**src/cdc_pkg.sv**
```systemverilog
package cdc_pkg;

    // byte addresses seen through the serial register pointer
    localparam logic [7:0] ADDR_STATUS = 8'h00;
    localparam logic [7:0] ADDR_RESULT_ONE_HI = 8'h01;
    localparam logic [7:0] ADDR_RESULT_ONE_LO = 8'h02;
    localparam logic [7:0] ADDR_RESULT_TWO_HI = 8'h03;
    localparam logic [7:0] ADDR_RESULT_TWO_LO = 8'h04;
    localparam logic [7:0] ADDR_ZERO_ONE_HI = 8'h05;
    localparam logic [7:0] ADDR_ZERO_ONE_LO = 8'h06;
    localparam logic [7:0] ADDR_ZERO_TWO_HI = 8'h07;
    localparam logic [7:0] ADDR_ZERO_TWO_LO = 8'h08;
    localparam logic [7:0] ADDR_SCALE_ONE_HI = 8'h09;
    localparam logic [7:0] ADDR_SCALE_ONE_LO = 8'h0a;
    localparam logic [7:0] ADDR_SETUP_ONE = 8'h0b;
    localparam logic [7:0] ADDR_SCALE_TWO_HI = 8'h0c;
    localparam logic [7:0] ADDR_SCALE_TWO_LO = 8'h0d;
    localparam logic [7:0] ADDR_SETUP_TWO = 8'h0e;
    localparam logic [7:0] ADDR_CONTROL = 8'h0f;

    // reset values
    localparam logic [15:0] RESULT_RESET = 16'h0000;
    localparam logic [15:0] ZERO_RESET = 16'h8000;
    localparam logic [15:0] SCALE_RESET = 16'h0000;
    localparam logic [7:0] SETUP_RESET = 8'h00;
    localparam logic [7:0] CONTROL_RESET = 8'h00;

    // code mapping
    localparam logic [15:0] DIFF_BASE = 16'h8000;
    localparam logic [15:0] SINGLE_BASE = 16'h3000;
    localparam logic [15:0] DIFF_MIDSCALE = 16'h8000;
    localparam logic [15:0] RESULT_MAX = 16'hfff0;
    localparam logic [16:0] GAIN_ONE = 17'h10000;
    localparam int GAIN_SHIFT = 16;
    localparam int RESULT_ZERO_BITS = 4;
    localparam logic [5:0] DIVIDE_STEPS = 6'h20;

    // status register bit positions
    localparam int STAT_POWER_DOWN_BIT = 7;
    localparam int STAT_LAST_CHANNEL_BIT = 2;
    localparam int STAT_SECOND_PENDING_BIT = 1;
    localparam int STAT_FIRST_PENDING_BIT = 0;

    // operating mode codes in the control register
    localparam logic [2:0] MODE_IDLE = 3'h0;
    localparam logic [2:0] MODE_CONTINUOUS = 3'h1;
    localparam logic [2:0] MODE_SINGLE = 3'h2;
    localparam logic [2:0] MODE_POWER_DOWN = 3'h3;
    localparam logic [2:0] MODE_ZERO_CAL = 3'h5;
    localparam logic [2:0] MODE_SCALE_CAL = 3'h6;

    typedef struct packed {
        logic [1:0] range;
        logic differential_select;
        logic [4:0] unused;
    } input_setup_t;

    typedef struct packed {
        logic [2:0] unused;
        logic first_channel_on;
        logic second_channel_on;
        logic op_select_bit2;
        logic op_select_bit1;
        logic op_select_bit0;
    } op_control_t;

    typedef struct packed {
        logic [15:0] raw;
        logic [15:0] zero;
        logic [15:0] scale;
        logic differential_select;
    } scale_req_t;

endpackage

```
**src/cdc_result_scaler.sv**
```systemverilog
`timescale 1ns/100ps
module cdc_result_scaler
    import cdc_pkg::*;
(
    input wire logic clk_i,
    input wire logic rst_b_i,
    input wire logic req_valid_i,
    input wire scale_req_t req_i,
    output logic done_o,
    output logic [15:0] result_o
);
    logic [15:0] base;
    logic [15:0] mid;
    logic signed [17:0] span;
    logic signed [17:0] factor;
    logic signed [35:0] product;
    logic signed [20:0] sum;

    always_comb begin
        base = req_i.differential_select ? DIFF_BASE : SINGLE_BASE;
        mid = req_i.differential_select ? DIFF_MIDSCALE : 16'h0000;
        span = $signed({2'b00, req_i.raw}) - $signed({2'b00, req_i.zero}) + $signed({2'b00, base});
        factor = $signed({1'b0, GAIN_ONE + {1'b0, req_i.scale}});
        product = span * factor;
        sum = $signed({product[35], product[35:GAIN_SHIFT]}) + $signed({5'h00, mid});
    end

    always_ff @(posedge clk_i or negedge rst_b_i) begin
        if (!rst_b_i) begin
            done_o <= 1'b0;
            result_o <= RESULT_RESET;
        end else begin
            done_o <= req_valid_i;
            if (req_valid_i) begin
                // clamp into the result span, low nibble forced clear
                if (sum < 0) begin
                    result_o <= 16'h0000;
                end else if (sum > $signed({5'h00, RESULT_MAX})) begin
                    result_o <= RESULT_MAX;
                end else begin
                    result_o <= {sum[15:RESULT_ZERO_BITS], 4'h0};
                end
            end
        end
    end
endmodule

```
**src/cdc_result_calibration_control.sv**
```systemverilog
`timescale 1ns/100ps
// What this block does
// - results are 16-bit read-only; top 12 bits significant, low 4 bits read zero
// - results reset to zero and hold the latest scaled conversion per channel
// - raw full-scale span maps onto result span 0x0000 to 0xfff0
// - differential codes: negative, zero, positive; single-ended: zero, mid, full
// - differential result is (raw minus (offset minus 0x8000)) times gain plus 0x8000
// - single-ended result is (raw minus (offset minus 0x3000)) times gain
// - gain factor is (65536 plus gain coefficient) divided by 65536
// - finished conversion updates result unless a read of it is in progress
// - a read stays in progress until the bus stop condition
// - offset coefficients are 16-bit read/write and reset to 0x8000
// - offset set by offset calibration or by direct host write
// - each channel has its own offset and gain, calibrated independently
// - gain coefficients are read/write and start at the factory value
// - setup bits 7:6 pick the input range
// - setup bit 5 set means differential, clear means single-ended
// - setup registers reset to zero: single-ended, 2 pF range
// - control bits 4 and 3 enable channel one and channel two
// - control bits 2:0 select idle, continuous, single, power-down or calibrations
// - control register resets to zero: idle, both channels off
// - per-channel active-low pending flag is low while an unread result waits
// - status flag tells which channel converted last
module cdc_result_calibration_control
    import cdc_pkg::*;
(
    input wire logic CLK_SYS_I,
    input wire logic RST_B_I,
    input wire logic PTR_LOAD_I,
    input wire logic [7:0] PTR_VALUE_I,
    input wire logic REG_WR_I,
    input wire logic [7:0] REG_WDATA_I,
    input wire logic REG_RD_I,
    input wire logic BUS_STOP_I,
    output logic [7:0] REG_RDATA_O,
    input wire logic [15:0] FACTORY_SCALE_ONE_I,
    input wire logic [15:0] FACTORY_SCALE_TWO_I,
    input wire logic RAW_DONE_I,
    input wire logic [15:0] RAW_CODE_I,
    output logic CONV_START_O,
    output logic CONV_CHANNEL_O,
    output logic [1:0] CONV_RANGE_O,
    output logic CONV_DIFF_O,
    output logic POWER_DOWN_O,
    output logic FIRST_RESULT_PENDING_N_O,
    output logic SECOND_RESULT_PENDING_N_O,
    output logic LAST_CHANNEL_FLAG_O
);
    typedef enum logic [2:0] {S_IDLE, S_LAUNCH, S_WAIT_RAW, S_SCALE, S_DIVIDE, S_ADVANCE} seq_state_t;

    seq_state_t state;
    logic [7:0] ptr;
    logic host_wr;
    logic host_rd;
    op_control_t control;
    logic [2:0] mode;
    logic active;
    logic chan;
    logic gain_loaded;
    logic [15:0] result [2];
    logic [15:0] zero [2];
    logic [15:0] scale [2];
    input_setup_t setup [2];
    logic [1:0] pending_n;
    logic [1:0] read_busy;
    logic last_channel;

    logic result_wr;
    logic zero_cal_wr;
    logic scale_cal_wr;
    logic mode_clear;
    logic [15:0] zero_cal_value;
    logic [15:0] scale_cal_value;
    logic [15:0] chan_base;
    logic signed [17:0] cal_span;

    logic scale_req_valid;
    scale_req_t scale_req;
    logic scale_done;
    logic [15:0] scale_result;

    logic [5:0] div_count;
    logic [31:0] div_num;
    logic [32:0] div_rem;
    logic [31:0] div_quo;
    logic [17:0] div_den;
    logic [32:0] rem_shift;

    assign host_wr = REG_WR_I && !PTR_LOAD_I;
    assign host_rd = REG_RD_I && !PTR_LOAD_I && !REG_WR_I;
    assign mode = {control.op_select_bit2, control.op_select_bit1, control.op_select_bit0};

    always_comb begin
        active = 1'b0;
        case (mode)
            MODE_CONTINUOUS, MODE_SINGLE, MODE_ZERO_CAL, MODE_SCALE_CAL: begin
                active = control.first_channel_on || control.second_channel_on;
            end
            default: begin
                active = 1'b0;
            end
        endcase
    end

    // pointer auto-increments after every data byte so multi-byte reads stay coherent
    always_ff @(posedge CLK_SYS_I or negedge RST_B_I) begin
        if (!RST_B_I) begin
            ptr <= ADDR_STATUS;
        end else if (PTR_LOAD_I) begin
            ptr <= PTR_VALUE_I;
        end else if (host_wr || host_rd) begin
            ptr <= ptr + 8'h01;
        end
    end

    // coefficient copy is taken one edge after reset release, never under reset
    always_ff @(posedge CLK_SYS_I or negedge RST_B_I) begin
        if (!RST_B_I) begin
            gain_loaded <= 1'b0;
        end else begin
            gain_loaded <= 1'b1;
        end
    end

    always_ff @(posedge CLK_SYS_I or negedge RST_B_I) begin
        if (!RST_B_I) begin
            control <= CONTROL_RESET;
        end else if (host_wr && ptr == ADDR_CONTROL) begin
            control <= REG_WDATA_I;
        end else if (mode_clear) begin
            {control.op_select_bit2, control.op_select_bit1, control.op_select_bit0} <= MODE_IDLE;
        end
    end

    genvar g;
    generate
        for (g = 0; g < 2; g++) begin : g_chan
            localparam logic [7:0] RES_HI = (g == 0) ? ADDR_RESULT_ONE_HI : ADDR_RESULT_TWO_HI;
            localparam logic [7:0] RES_LO = (g == 0) ? ADDR_RESULT_ONE_LO : ADDR_RESULT_TWO_LO;
            localparam logic [7:0] ZERO_HI = (g == 0) ? ADDR_ZERO_ONE_HI : ADDR_ZERO_TWO_HI;
            localparam logic [7:0] ZERO_LO = (g == 0) ? ADDR_ZERO_ONE_LO : ADDR_ZERO_TWO_LO;
            localparam logic [7:0] SCALE_HI = (g == 0) ? ADDR_SCALE_ONE_HI : ADDR_SCALE_TWO_HI;
            localparam logic [7:0] SCALE_LO = (g == 0) ? ADDR_SCALE_ONE_LO : ADDR_SCALE_TWO_LO;
            localparam logic [7:0] SETUP_AT = (g == 0) ? ADDR_SETUP_ONE : ADDR_SETUP_TWO;
            logic mine;
            logic result_hit;
            logic accept;

            assign mine = (chan == 1'(g));
            assign result_hit = host_rd && (ptr == RES_HI || ptr == RES_LO);
            // a conversion landing while the host reads this register is dropped
            assign accept = result_wr && mine && !read_busy[g] && !result_hit;

            always_ff @(posedge CLK_SYS_I or negedge RST_B_I) begin
                if (!RST_B_I) begin
                    read_busy[g] <= 1'b0;
                end else if (result_hit) begin
                    read_busy[g] <= 1'b1;
                end else if (BUS_STOP_I) begin
                    read_busy[g] <= 1'b0;
                end
            end

            always_ff @(posedge CLK_SYS_I or negedge RST_B_I) begin
                if (!RST_B_I) begin
                    result[g] <= RESULT_RESET;
                end else if (accept) begin
                    result[g] <= scale_result;
                end
            end

            // the read that clears the flag wins; a new result landing in that cycle is dropped
            always_ff @(posedge CLK_SYS_I or negedge RST_B_I) begin
                if (!RST_B_I) begin
                    pending_n[g] <= 1'b1;
                end else if (accept) begin
                    pending_n[g] <= 1'b0;
                end else if (result_hit) begin
                    pending_n[g] <= 1'b1;
                end
            end

            always_ff @(posedge CLK_SYS_I or negedge RST_B_I) begin
                if (!RST_B_I) begin
                    zero[g] <= ZERO_RESET;
                end else if (host_wr && ptr == ZERO_HI) begin
                    zero[g][15:8] <= REG_WDATA_I;
                end else if (host_wr && ptr == ZERO_LO) begin
                    zero[g][7:0] <= REG_WDATA_I;
                end else if (zero_cal_wr && mine) begin
                    zero[g] <= zero_cal_value;
                end
            end

            always_ff @(posedge CLK_SYS_I or negedge RST_B_I) begin
                if (!RST_B_I) begin
                    scale[g] <= SCALE_RESET;
                end else if (!gain_loaded) begin
                    scale[g] <= (g == 0) ? FACTORY_SCALE_ONE_I : FACTORY_SCALE_TWO_I;
                end else if (host_wr && ptr == SCALE_HI) begin
                    scale[g][15:8] <= REG_WDATA_I;
                end else if (host_wr && ptr == SCALE_LO) begin
                    scale[g][7:0] <= REG_WDATA_I;
                end else if (scale_cal_wr && mine) begin
                    scale[g] <= scale_cal_value;
                end
            end

            always_ff @(posedge CLK_SYS_I or negedge RST_B_I) begin
                if (!RST_B_I) begin
                    setup[g] <= SETUP_RESET;
                end else if (host_wr && ptr == SETUP_AT) begin
                    setup[g] <= REG_WDATA_I;
                end
            end
        end
    endgenerate

    always_ff @(posedge CLK_SYS_I or negedge RST_B_I) begin
        if (!RST_B_I) begin
            REG_RDATA_O <= 8'h00;
        end else if (host_rd) begin
            case (ptr)
                ADDR_STATUS: begin
                    REG_RDATA_O <= 8'h00;
                    REG_RDATA_O[STAT_POWER_DOWN_BIT] <= (mode == MODE_POWER_DOWN);
                    REG_RDATA_O[STAT_LAST_CHANNEL_BIT] <= last_channel;
                    REG_RDATA_O[STAT_SECOND_PENDING_BIT] <= pending_n[1];
                    REG_RDATA_O[STAT_FIRST_PENDING_BIT] <= pending_n[0];
                end
                ADDR_RESULT_ONE_HI: REG_RDATA_O <= result[0][15:8];
                ADDR_RESULT_ONE_LO: REG_RDATA_O <= result[0][7:0];
                ADDR_RESULT_TWO_HI: REG_RDATA_O <= result[1][15:8];
                ADDR_RESULT_TWO_LO: REG_RDATA_O <= result[1][7:0];
                ADDR_ZERO_ONE_HI: REG_RDATA_O <= zero[0][15:8];
                ADDR_ZERO_ONE_LO: REG_RDATA_O <= zero[0][7:0];
                ADDR_ZERO_TWO_HI: REG_RDATA_O <= zero[1][15:8];
                ADDR_ZERO_TWO_LO: REG_RDATA_O <= zero[1][7:0];
                ADDR_SCALE_ONE_HI: REG_RDATA_O <= scale[0][15:8];
                ADDR_SCALE_ONE_LO: REG_RDATA_O <= scale[0][7:0];
                ADDR_SETUP_ONE: REG_RDATA_O <= setup[0];
                ADDR_SCALE_TWO_HI: REG_RDATA_O <= scale[1][15:8];
                ADDR_SCALE_TWO_LO: REG_RDATA_O <= scale[1][7:0];
                ADDR_SETUP_TWO: REG_RDATA_O <= setup[1];
                ADDR_CONTROL: REG_RDATA_O <= control;
                default: REG_RDATA_O <= 8'h00;
            endcase
        end
    end

    // calibration targets, taken from the raw code as it arrives
    always_comb begin
        chan_base = setup[chan].differential_select ? DIFF_BASE : SINGLE_BASE;
        zero_cal_value = RAW_CODE_I + chan_base;
        cal_span = $signed({2'b00, RAW_CODE_I}) - $signed({2'b00, zero[chan]}) + $signed({2'b00, chan_base});
        zero_cal_wr = (state == S_WAIT_RAW) && active && RAW_DONE_I && mode == MODE_ZERO_CAL;
        result_wr = (state == S_SCALE) && scale_done;
        scale_cal_wr = (state == S_DIVIDE) && div_count == 6'h00;
        mode_clear = (state == S_ADVANCE) && !(chan == 1'b0 && control.second_channel_on)
            && mode != MODE_CONTINUOUS;
        rem_shift = {div_rem[31:0], div_num[31]};
        if (div_quo < 32'h0001_0000) begin
            scale_cal_value = 16'h0000;
        end else if (div_quo >= 32'h0002_0000) begin
            scale_cal_value = 16'hffff;
        end else begin
            scale_cal_value = div_quo[15:0];
        end
    end

    always_ff @(posedge CLK_SYS_I or negedge RST_B_I) begin
        if (!RST_B_I) begin
            state <= S_IDLE;
            chan <= 1'b0;
            CONV_START_O <= 1'b0;
            scale_req_valid <= 1'b0;
            scale_req <= '0;
        end else begin
            CONV_START_O <= 1'b0;
            scale_req_valid <= 1'b0;
            case (state)
                S_IDLE: begin
                    if (active) begin
                        chan <= !control.first_channel_on;
                        state <= S_LAUNCH;
                    end
                end
                S_LAUNCH: begin
                    CONV_START_O <= 1'b1;
                    state <= S_WAIT_RAW;
                end
                S_WAIT_RAW: begin
                    if (!active) begin
                        state <= S_IDLE;
                    end else if (RAW_DONE_I) begin
                        case (mode)
                            MODE_ZERO_CAL: state <= S_ADVANCE;
                            MODE_SCALE_CAL: state <= (cal_span > 0) ? S_DIVIDE : S_ADVANCE;
                            default: begin
                                scale_req_valid <= 1'b1;
                                scale_req <= {RAW_CODE_I, zero[chan], scale[chan], setup[chan].differential_select};
                                state <= S_SCALE;
                            end
                        endcase
                    end
                end
                S_SCALE: begin
                    if (scale_done) begin
                        state <= S_ADVANCE;
                    end
                end
                S_DIVIDE: begin
                    if (div_count == 6'h00) begin
                        state <= S_ADVANCE;
                    end
                end
                S_ADVANCE: begin
                    if (chan == 1'b0 && control.second_channel_on) begin
                        chan <= 1'b1;
                        state <= S_LAUNCH;
                    end else begin
                        state <= S_IDLE;
                    end
                end
                default: state <= S_IDLE;
            endcase
        end
    end

    // long division finds the factor that maps the full-scale span onto 0xfff0
    always_ff @(posedge CLK_SYS_I or negedge RST_B_I) begin
        if (!RST_B_I) begin
            div_count <= 6'h00;
            div_num <= 32'h0000_0000;
            div_rem <= 33'h0_0000_0000;
            div_quo <= 32'h0000_0000;
            div_den <= 18'h00000;
        end else if (state == S_WAIT_RAW && RAW_DONE_I && mode == MODE_SCALE_CAL) begin
            div_count <= DIVIDE_STEPS;
            div_num <= {(setup[chan].differential_select ? RESULT_MAX - DIFF_MIDSCALE : RESULT_MAX), 16'h0000};
            div_rem <= 33'h0_0000_0000;
            div_quo <= 32'h0000_0000;
            div_den <= cal_span;
        end else if (state == S_DIVIDE && div_count != 6'h00) begin
            div_count <= div_count - 6'h01;
            div_num <= {div_num[30:0], 1'b0};
            if (rem_shift >= {15'h0000, div_den}) begin
                div_rem <= rem_shift - {15'h0000, div_den};
                div_quo <= {div_quo[30:0], 1'b1};
            end else begin
                div_rem <= rem_shift;
                div_quo <= {div_quo[30:0], 1'b0};
            end
        end
    end

    always_ff @(posedge CLK_SYS_I or negedge RST_B_I) begin
        if (!RST_B_I) begin
            last_channel <= 1'b0;
        end else if (result_wr) begin
            last_channel <= chan;
        end
    end

    always_ff @(posedge CLK_SYS_I or negedge RST_B_I) begin
        if (!RST_B_I) begin
            CONV_CHANNEL_O <= 1'b0;
            CONV_RANGE_O <= 2'h0;
            CONV_DIFF_O <= 1'b0;
            POWER_DOWN_O <= 1'b0;
        end else begin
            CONV_CHANNEL_O <= chan;
            CONV_RANGE_O <= setup[chan].range;
            CONV_DIFF_O <= setup[chan].differential_select;
            POWER_DOWN_O <= (mode == MODE_POWER_DOWN);
        end
    end

    assign FIRST_RESULT_PENDING_N_O = pending_n[0];
    assign SECOND_RESULT_PENDING_N_O = pending_n[1];
    assign LAST_CHANNEL_FLAG_O = last_channel;

    cdc_result_scaler u_scaler (
        .clk_i(CLK_SYS_I),
        .rst_b_i(RST_B_I),
        .req_valid_i(scale_req_valid),
        .req_i(scale_req),
        .done_o(scale_done),
        .result_o(scale_result)
    );
endmodule

```
**config.mk**
```make
export PLATFORM = sky130hd
export DESIGN_NAME = cdc_result_calibration_control
export DESIGN_NICKNAME = d
export VERILOG_FILES = /design/src/cdc_pkg.sv /design/src/cdc_result_scaler.sv /design/src/cdc_result_calibration_control.sv
export SDC_FILE = /design/constraint.sdc
export NUM_CORES = 2
export LEC_CHECK = 0
export ABC_AREA = 1
export BUFFER_PORTS_ARGS = -buffer_cell sky130_fd_sc_hd__buf_2
export CAP_MARGIN = 0
export CORE_MARGIN = 2
export CORE_UTILIZATION = 35
export DETAILED_ROUTE_END_ITERATION = 12
export PLACE_DENSITY = 0.55
export SKIP_CTS_REPAIR_TIMING = 1
export SYNTH_ARGS = -nofsm -noshare
export SYNTH_HDL_FRONTEND = slang
export SYNTH_HIERARCHICAL = 1
export SYNTH_SLANG_ARGS = --single-unit
```
**constraint.sdc**
```tcl
create_clock -name CLK_SYS_I -period 11.1 [get_ports CLK_SYS_I]
set_clock_uncertainty 0.15 [all_clocks]
set_input_delay 2.22 -clock CLK_SYS_I [delete_from_list [all_inputs] [get_ports CLK_SYS_I]]
set_output_delay 2.22 -clock CLK_SYS_I [all_outputs]
set_load 0.05 [all_outputs]
```
# == After elaboration in Yosys (flattened, before gate mapping) ==
# Index checks and enable logic that the tools add are counted.
# op_classes
add_sub_neg,10
multipliers,1
n_lt_le_gt_ge,7
n_eq_ne,41
muxes,77
n_bitwise,5
n_reduce_logical,78
# ops
operator,n
16-bit 2-to-1 mux,20
32-bit 2-to-1 mux,7
8-bit 2-to-1 mux,19
8-bit case mux with 16 select lines,1
"8-bit by 4-bit equality test with 1-bit output, second input constant",8
1-bit logical AND,37
17-bit by 17-bit adder with 18-bit output,2
18-bit by 18-bit multiplier with 36-bit output,1
16-bit by 16-bit subtractor with 17-bit output,2
33-bit by 18-bit >= comparator with 1-bit output,1
"8-bit by 3-bit equality test with 1-bit output, second input constant",4
"32-bit by 18-bit >= comparator with 1-bit output, second input constant",1
"32-bit by 17-bit < comparator with 1-bit output, second input constant",1
32-bit by 18-bit subtractor with 32-bit output,1
2-bit nonzero test,12
20-bit by 17-bit adder with 21-bit output,1
"21-bit by 17-bit > comparator with 1-bit output, second input constant",1
"21-bit by 1-bit < comparator with 1-bit output, second input constant",1
3-bit 2-to-1 mux,7
"18-bit by 1-bit > comparator with 1-bit output, second input constant",1
1-bit 2-to-1 mux,18
3-bit case mux with 6 select lines,1
"17-bit by 16-bit adder with 17-bit output, first input constant",1
16-bit adder,1
other kinds (28),70
# totals
reg_bits,339
in_bits,71
out_inout_bits,17
elab_cells,268

# == Longest topological paths before layout ==
# depth
ltp_word,12
ltp_mapped,56
mapped_depth_nobuf,56

# == Hierarchy ==
# Netlist, hierarchy kept.
# modules_own_cells
mod,instances,cells_each,area_per_inst_um2
cdc_result_calibration_control,1,2133,16585.9
cdc_result_scaler,1,1890,13764.5

# == Worst setup path before layout ==
# No wires, ideal clock.
# synth_path
path_type,register to register
startpoint,register scale_req[17] (netlist name)
endpoint,register u_scaler.result_o[10]
setup_ns,0.116
t_arrival_ns,8.613
t_required_ns,10.834
setup_slack_ns,2.220
path_stages_with_launch,47
n_path_buf,2
period_less_slack_ns,8.880
path_cell_list,dfrtp_1 -> ha_1 -> fa_1 -> nand3b_1 -> nand2_1 -> nand2_1 -> nand2_1 -> a21boi_2 -> o21ai_2 -> xor2_1 -> ha_1 -> fa_1 -> clkbuf_1 -> clkbuf_1 -> nand2_1 -> fa_1 -> inv_1 -> fa_1 -> [... 11 more ...] -> o21bai_1 -> a21oi_1 -> nor2_1 -> nor2_1 -> nand2_1 -> a21oi_1 -> xor2_1 -> ha_1 -> ha_1 -> nand3_1 -> a21oi_1 -> nand2_1 -> nor2_2 -> nand2_2 -> nand2_4 -> nand2_1 -> nand2_1 -> nand2_1
# synth_between
elab_chain_len,7
elab_cells_between_ends,8
# synth_lines
element,line,source
start: declaration,cdc_result_calibration_control.sv:78,scale_req_t scale_req;
start signal: assignment,cdc_result_calibration_control.sv:301,"scale_req <= {RAW_CODE_I, zero[chan], scale[chan], setup[chan].differential_select};"
16-bit by 16-bit subtractor with 17-bit output (*),cdc_result_scaler.sv:22,"span = $signed({2'b00, req_i.raw}) - $signed({2'b00, req_i.zero}) + $signed({2'b00, base});"
17-bit by 17-bit adder with 18-bit output (*),cdc_result_scaler.sv:22,
18-bit by 18-bit multiplier with 36-bit output (*),cdc_result_scaler.sv:24,product = span * factor;
20-bit by 17-bit adder with 21-bit output (*),cdc_result_scaler.sv:25,"sum = $signed({product[35], product[35:GAIN_SHIFT]}) + $signed({5'h00, mid});"
21-bit by 17-bit > comparator with 1-bit output,cdc_result_scaler.sv:38,"end else if (sum > $signed({5'h00, RESULT_MAX})) begin"
16-bit 2-to-1 mux,cdc_result_scaler.sv:38,
16-bit 2-to-1 mux (*),cdc_result_scaler.sv:36,if (sum < 0) begin
end signal: assignment,cdc_result_scaler.sv:41,"result_o <= {sum[15:RESULT_ZERO_BITS], 4'h0};"
end: declaration,cdc_result_scaler.sv:10,output logic [15:0] result_o
# Mark *: on every way between the ends. The rest lies on a longest branch, timed or not.
# A chain may end at the register's enable or synchronous reset.

# == Worst setup path in the final report ==
# layout_path
startpoint,register scale_req[35] (netlist name)
endpoint,register u_scaler.result_o[14]
# Same word-level chain as after synthesis.

==> run metrics <==
result of the run completed; most common cell after layout, fill and taps aside sky130_fd_sc_hd__nand2_1; number of cells in the design after placement 5,160; most used flip-flop cell after synthesis sky130_fd_sc_hd__dfrtp_1; Placeable Area 0.08555 sq mm; adder and majority cell fraction of the synthesized area 26.61%; Routed Antenna Nets 0; highest-utilization routing layer at the global route stage met2; synth top area cells sky130_fd_sc_hd__dfrtp_1 26%, sky130_fd_sc_hd__fa_1 20%, sky130_fd_sc_hd__nand2_1 12%; number of failing setup endpoints in the final timing report 0; count of input and output buffers 87; launching element type of the critical path flip-flop; complex-gate fraction of the synthesized area 11.99%; CP dominant cell by count sky130_fd_sc_hd__nand2_1; Worst Max-Slew Pin Slew 1096 ps; period utilization 90.55%; Hold Path Class reg2reg; EDFF count, synth 0; number of nets in the layout 4,586; Yosys top cell by area sky130_fd_sc_hd__dfrtp_1; sum of routed wire length over all layers 92,290 microns; CP Data Arrival Time 10,380 ps; Die W 298.5 microns; 1st-iter DRT viols 1,708; count of mapped cells out of synthesis 4,023; delay of the slowest cell on the worst path 860 ps; number of global-route vias before repair 25,882; post-route insts no fill 5,223; placed cell area 0.03188 sq mm; overall die area 0.08909 sq mm; number of antenna violations at the first check in global routing 6; hold violation total from the final report 0; Layout Area Growth over Synthesis 8.781%; total number of H-tree levels 2; CTS clock-pin slew for the worst setup and hold paths 60 ps; Placer Congestion 0.9406; post-placement setup slack 866.4 ps; Crit Path Max Fanout 13; worst-skew pair later-pin latency 560 ps; Setup WS post-layout 1049 ps; combined area of all synthesized cells 0.03035 sq mm; largest family of logic cells by synthesized area adder cells; number of remaining DRC errors 0; post-synthesis mux area share 0.03298%; portion of the post-synthesis area used by sequential elements 25.99%; maximum clock path buffer count 3; startpoint-to-endpoint class of the critical path reg2reg; f_max 99.49 MHz; fraction of layout instances using a drive strength above 1 6.521%; Final Max Slew Viols 0; worst relative slew slack 26.46%; Final Critical Period 10,050 ps; setup repair after global routing missed its margin false; met3 Usage GRT 1.876%; mean number of vias per cell 4.920; Crit. End Element flip-flop; count of pins on the block boundary 88; top library cells by usage in the layout, fill and taps aside 1,005 x sky130_fd_sc_hd__nand2_1, 833 x sky130_fd_sc_hd__inv_1, 337 x sky130_fd_sc_hd__nor2_1; Required @ worst endpoint 11,430 ps; cell at the root of the clock tree sky130_fd_sc_hd__clkbuf_16; TritonRoute pass-1 iters 5; floorplan die height 298.5 microns; met2 demand-to-capacity share in global routing 34.52%; Initial Utilization 35.48%; share of the synthesized netlist area taken by xor and xnor gates 1.529%; number of synthesized register bits 315; post-synth top area share 25.64%; CTS tree yes; aggregate global routing overflow 0; HPWL after DPL 73,460 microns; standard-cell row count 107; # Max-Cap Violations 0; met1 global-route usage 28.91%; Post-Synth Simple-Gate Area 21.35%; library cells used by synthesis 66; detailed-route via count 25,699; clock buffers created by TritonCTS 35; total global-route track usage 20.89%; synth warn 6; proportion of register bits with asynchronous set or reset after synthesis 100.0%; mean instance size in the synthesized netlist 7.544 sq um; post-route design area 0.03302 sq mm; accumulated negative setup slack 0 ps; wire length of the first global-routing pass 147,200 microns; maximum number of pins on one net before global-route repair 89; final routed wire length divided by cell count 17.67 microns; cell with the biggest individual delay on the critical path sky130_fd_sc_hd__fa_1; number of inserted diodes 0; TritonCTS sink count 315
-- Yosys cell counts, drive strengths merged, types with 5 or more instances --
cell    count
xnor2      22
o22ai      42
a211oi      6
fa        306
xor2       31
nor2      360
clkinv     10
o211ai     24
o221ai      9
a21o        5
a221oi     10
nor3       29
nor4        8
o21ai     270
nand3b     11
nand4      38
clkbuf     88
a31oi      52
ha        156
a22oi      17
dfrtp     311
buf        32
a21oi     154
nand3     100
nand2    1019
o21bai     13
or2        13
inv       854
-- final timing paths --
| path | from | endpoint | cells after the start | slack, ps |
|---|---|---|---|---|
| worst max-delay path | scale_req[35] | u_scaler/result_o[14] | 47 | 1050 |
| worst min-delay path | scale_req_valid | u_scaler/done_o | 0 | 270 |
| worst max register to register | scale_req[35] | u_scaler/result_o[14] | 47 | 1050 |
| worst min register to register | scale_req_valid | u_scaler/done_o | 0 | 270 |
| max in group asynchronous | RST_B_I | chan | 2 | 7900 |
| min in group asynchronous | RST_B_I | div_rem[21] | 1 | 1450 |
-- final cells by class --
class / count / area (sq um)
fill: 9076 / 52530
multi-input combinational: 2727 / 18700
sequential: 315 / 7889
inverter: 864 / 3243
tap: 1144 / 1431
clock buffer: 52 / 1030
timing repair buffer: 110 / 618.1
clock inverter: 11 / 101.3
-- kinds of logic after synthesis --
logic type	after synthesis
simple gates	1582
flops	315
compound gates	624
mux	1
buf+inv	984
xor+xnor	53
other cells	2
fa+ha+maj	462
-- registers in the layout, summed over array words and instances (netlist names), 2 cells and up --
register and cells:
u_scaler/result_o 12, scale_req 49, ptr 8, div_den 18, div_num 12, div_count 6, setup 16, scale 32
CONV_RANGE_O 2, REG_RDATA_O 8, zero 32, control 8, read_busy 2, state 3, result 32, div_rem 32
div_quo 32
-- metal layers --
layer,vias to the layer above,share of wire (%)
li1,12481,-
met1,12409,45
met2,663,46
met3,144,4.7
met4,2,3.5
met5,-,0.020
-- per-stage QoR --
| step | hold slack [ps] | utilization [%] |
|---|---|---|
| after detailed placement | 272.6 | 37.27 |
| final | 268.9 | 38.59 |
| after global routing | 288.2 | 38.59 |
| after global placement | 281.3 | 37.27 |
| after CTS | 285.4 | 38.59 |
| after floorplan | 203.7 | - |
-- worst max-delay path: cells and delay by family, from the launching register on --
kind | cells | cell delay (ps)
adders and majority gates | 11 | 4940
and+or+nand+nor | 21 | 2570
AOI/OAI and AO/OA | 6 | 1060
buffers and inverters | 7 | 450
xor gates and xnor gates | 2 | 420
DFF | 1 | 380
Power is not shown: default switching activity piles up to over one toggle a cycle in this logic, so the estimate is an artifact.
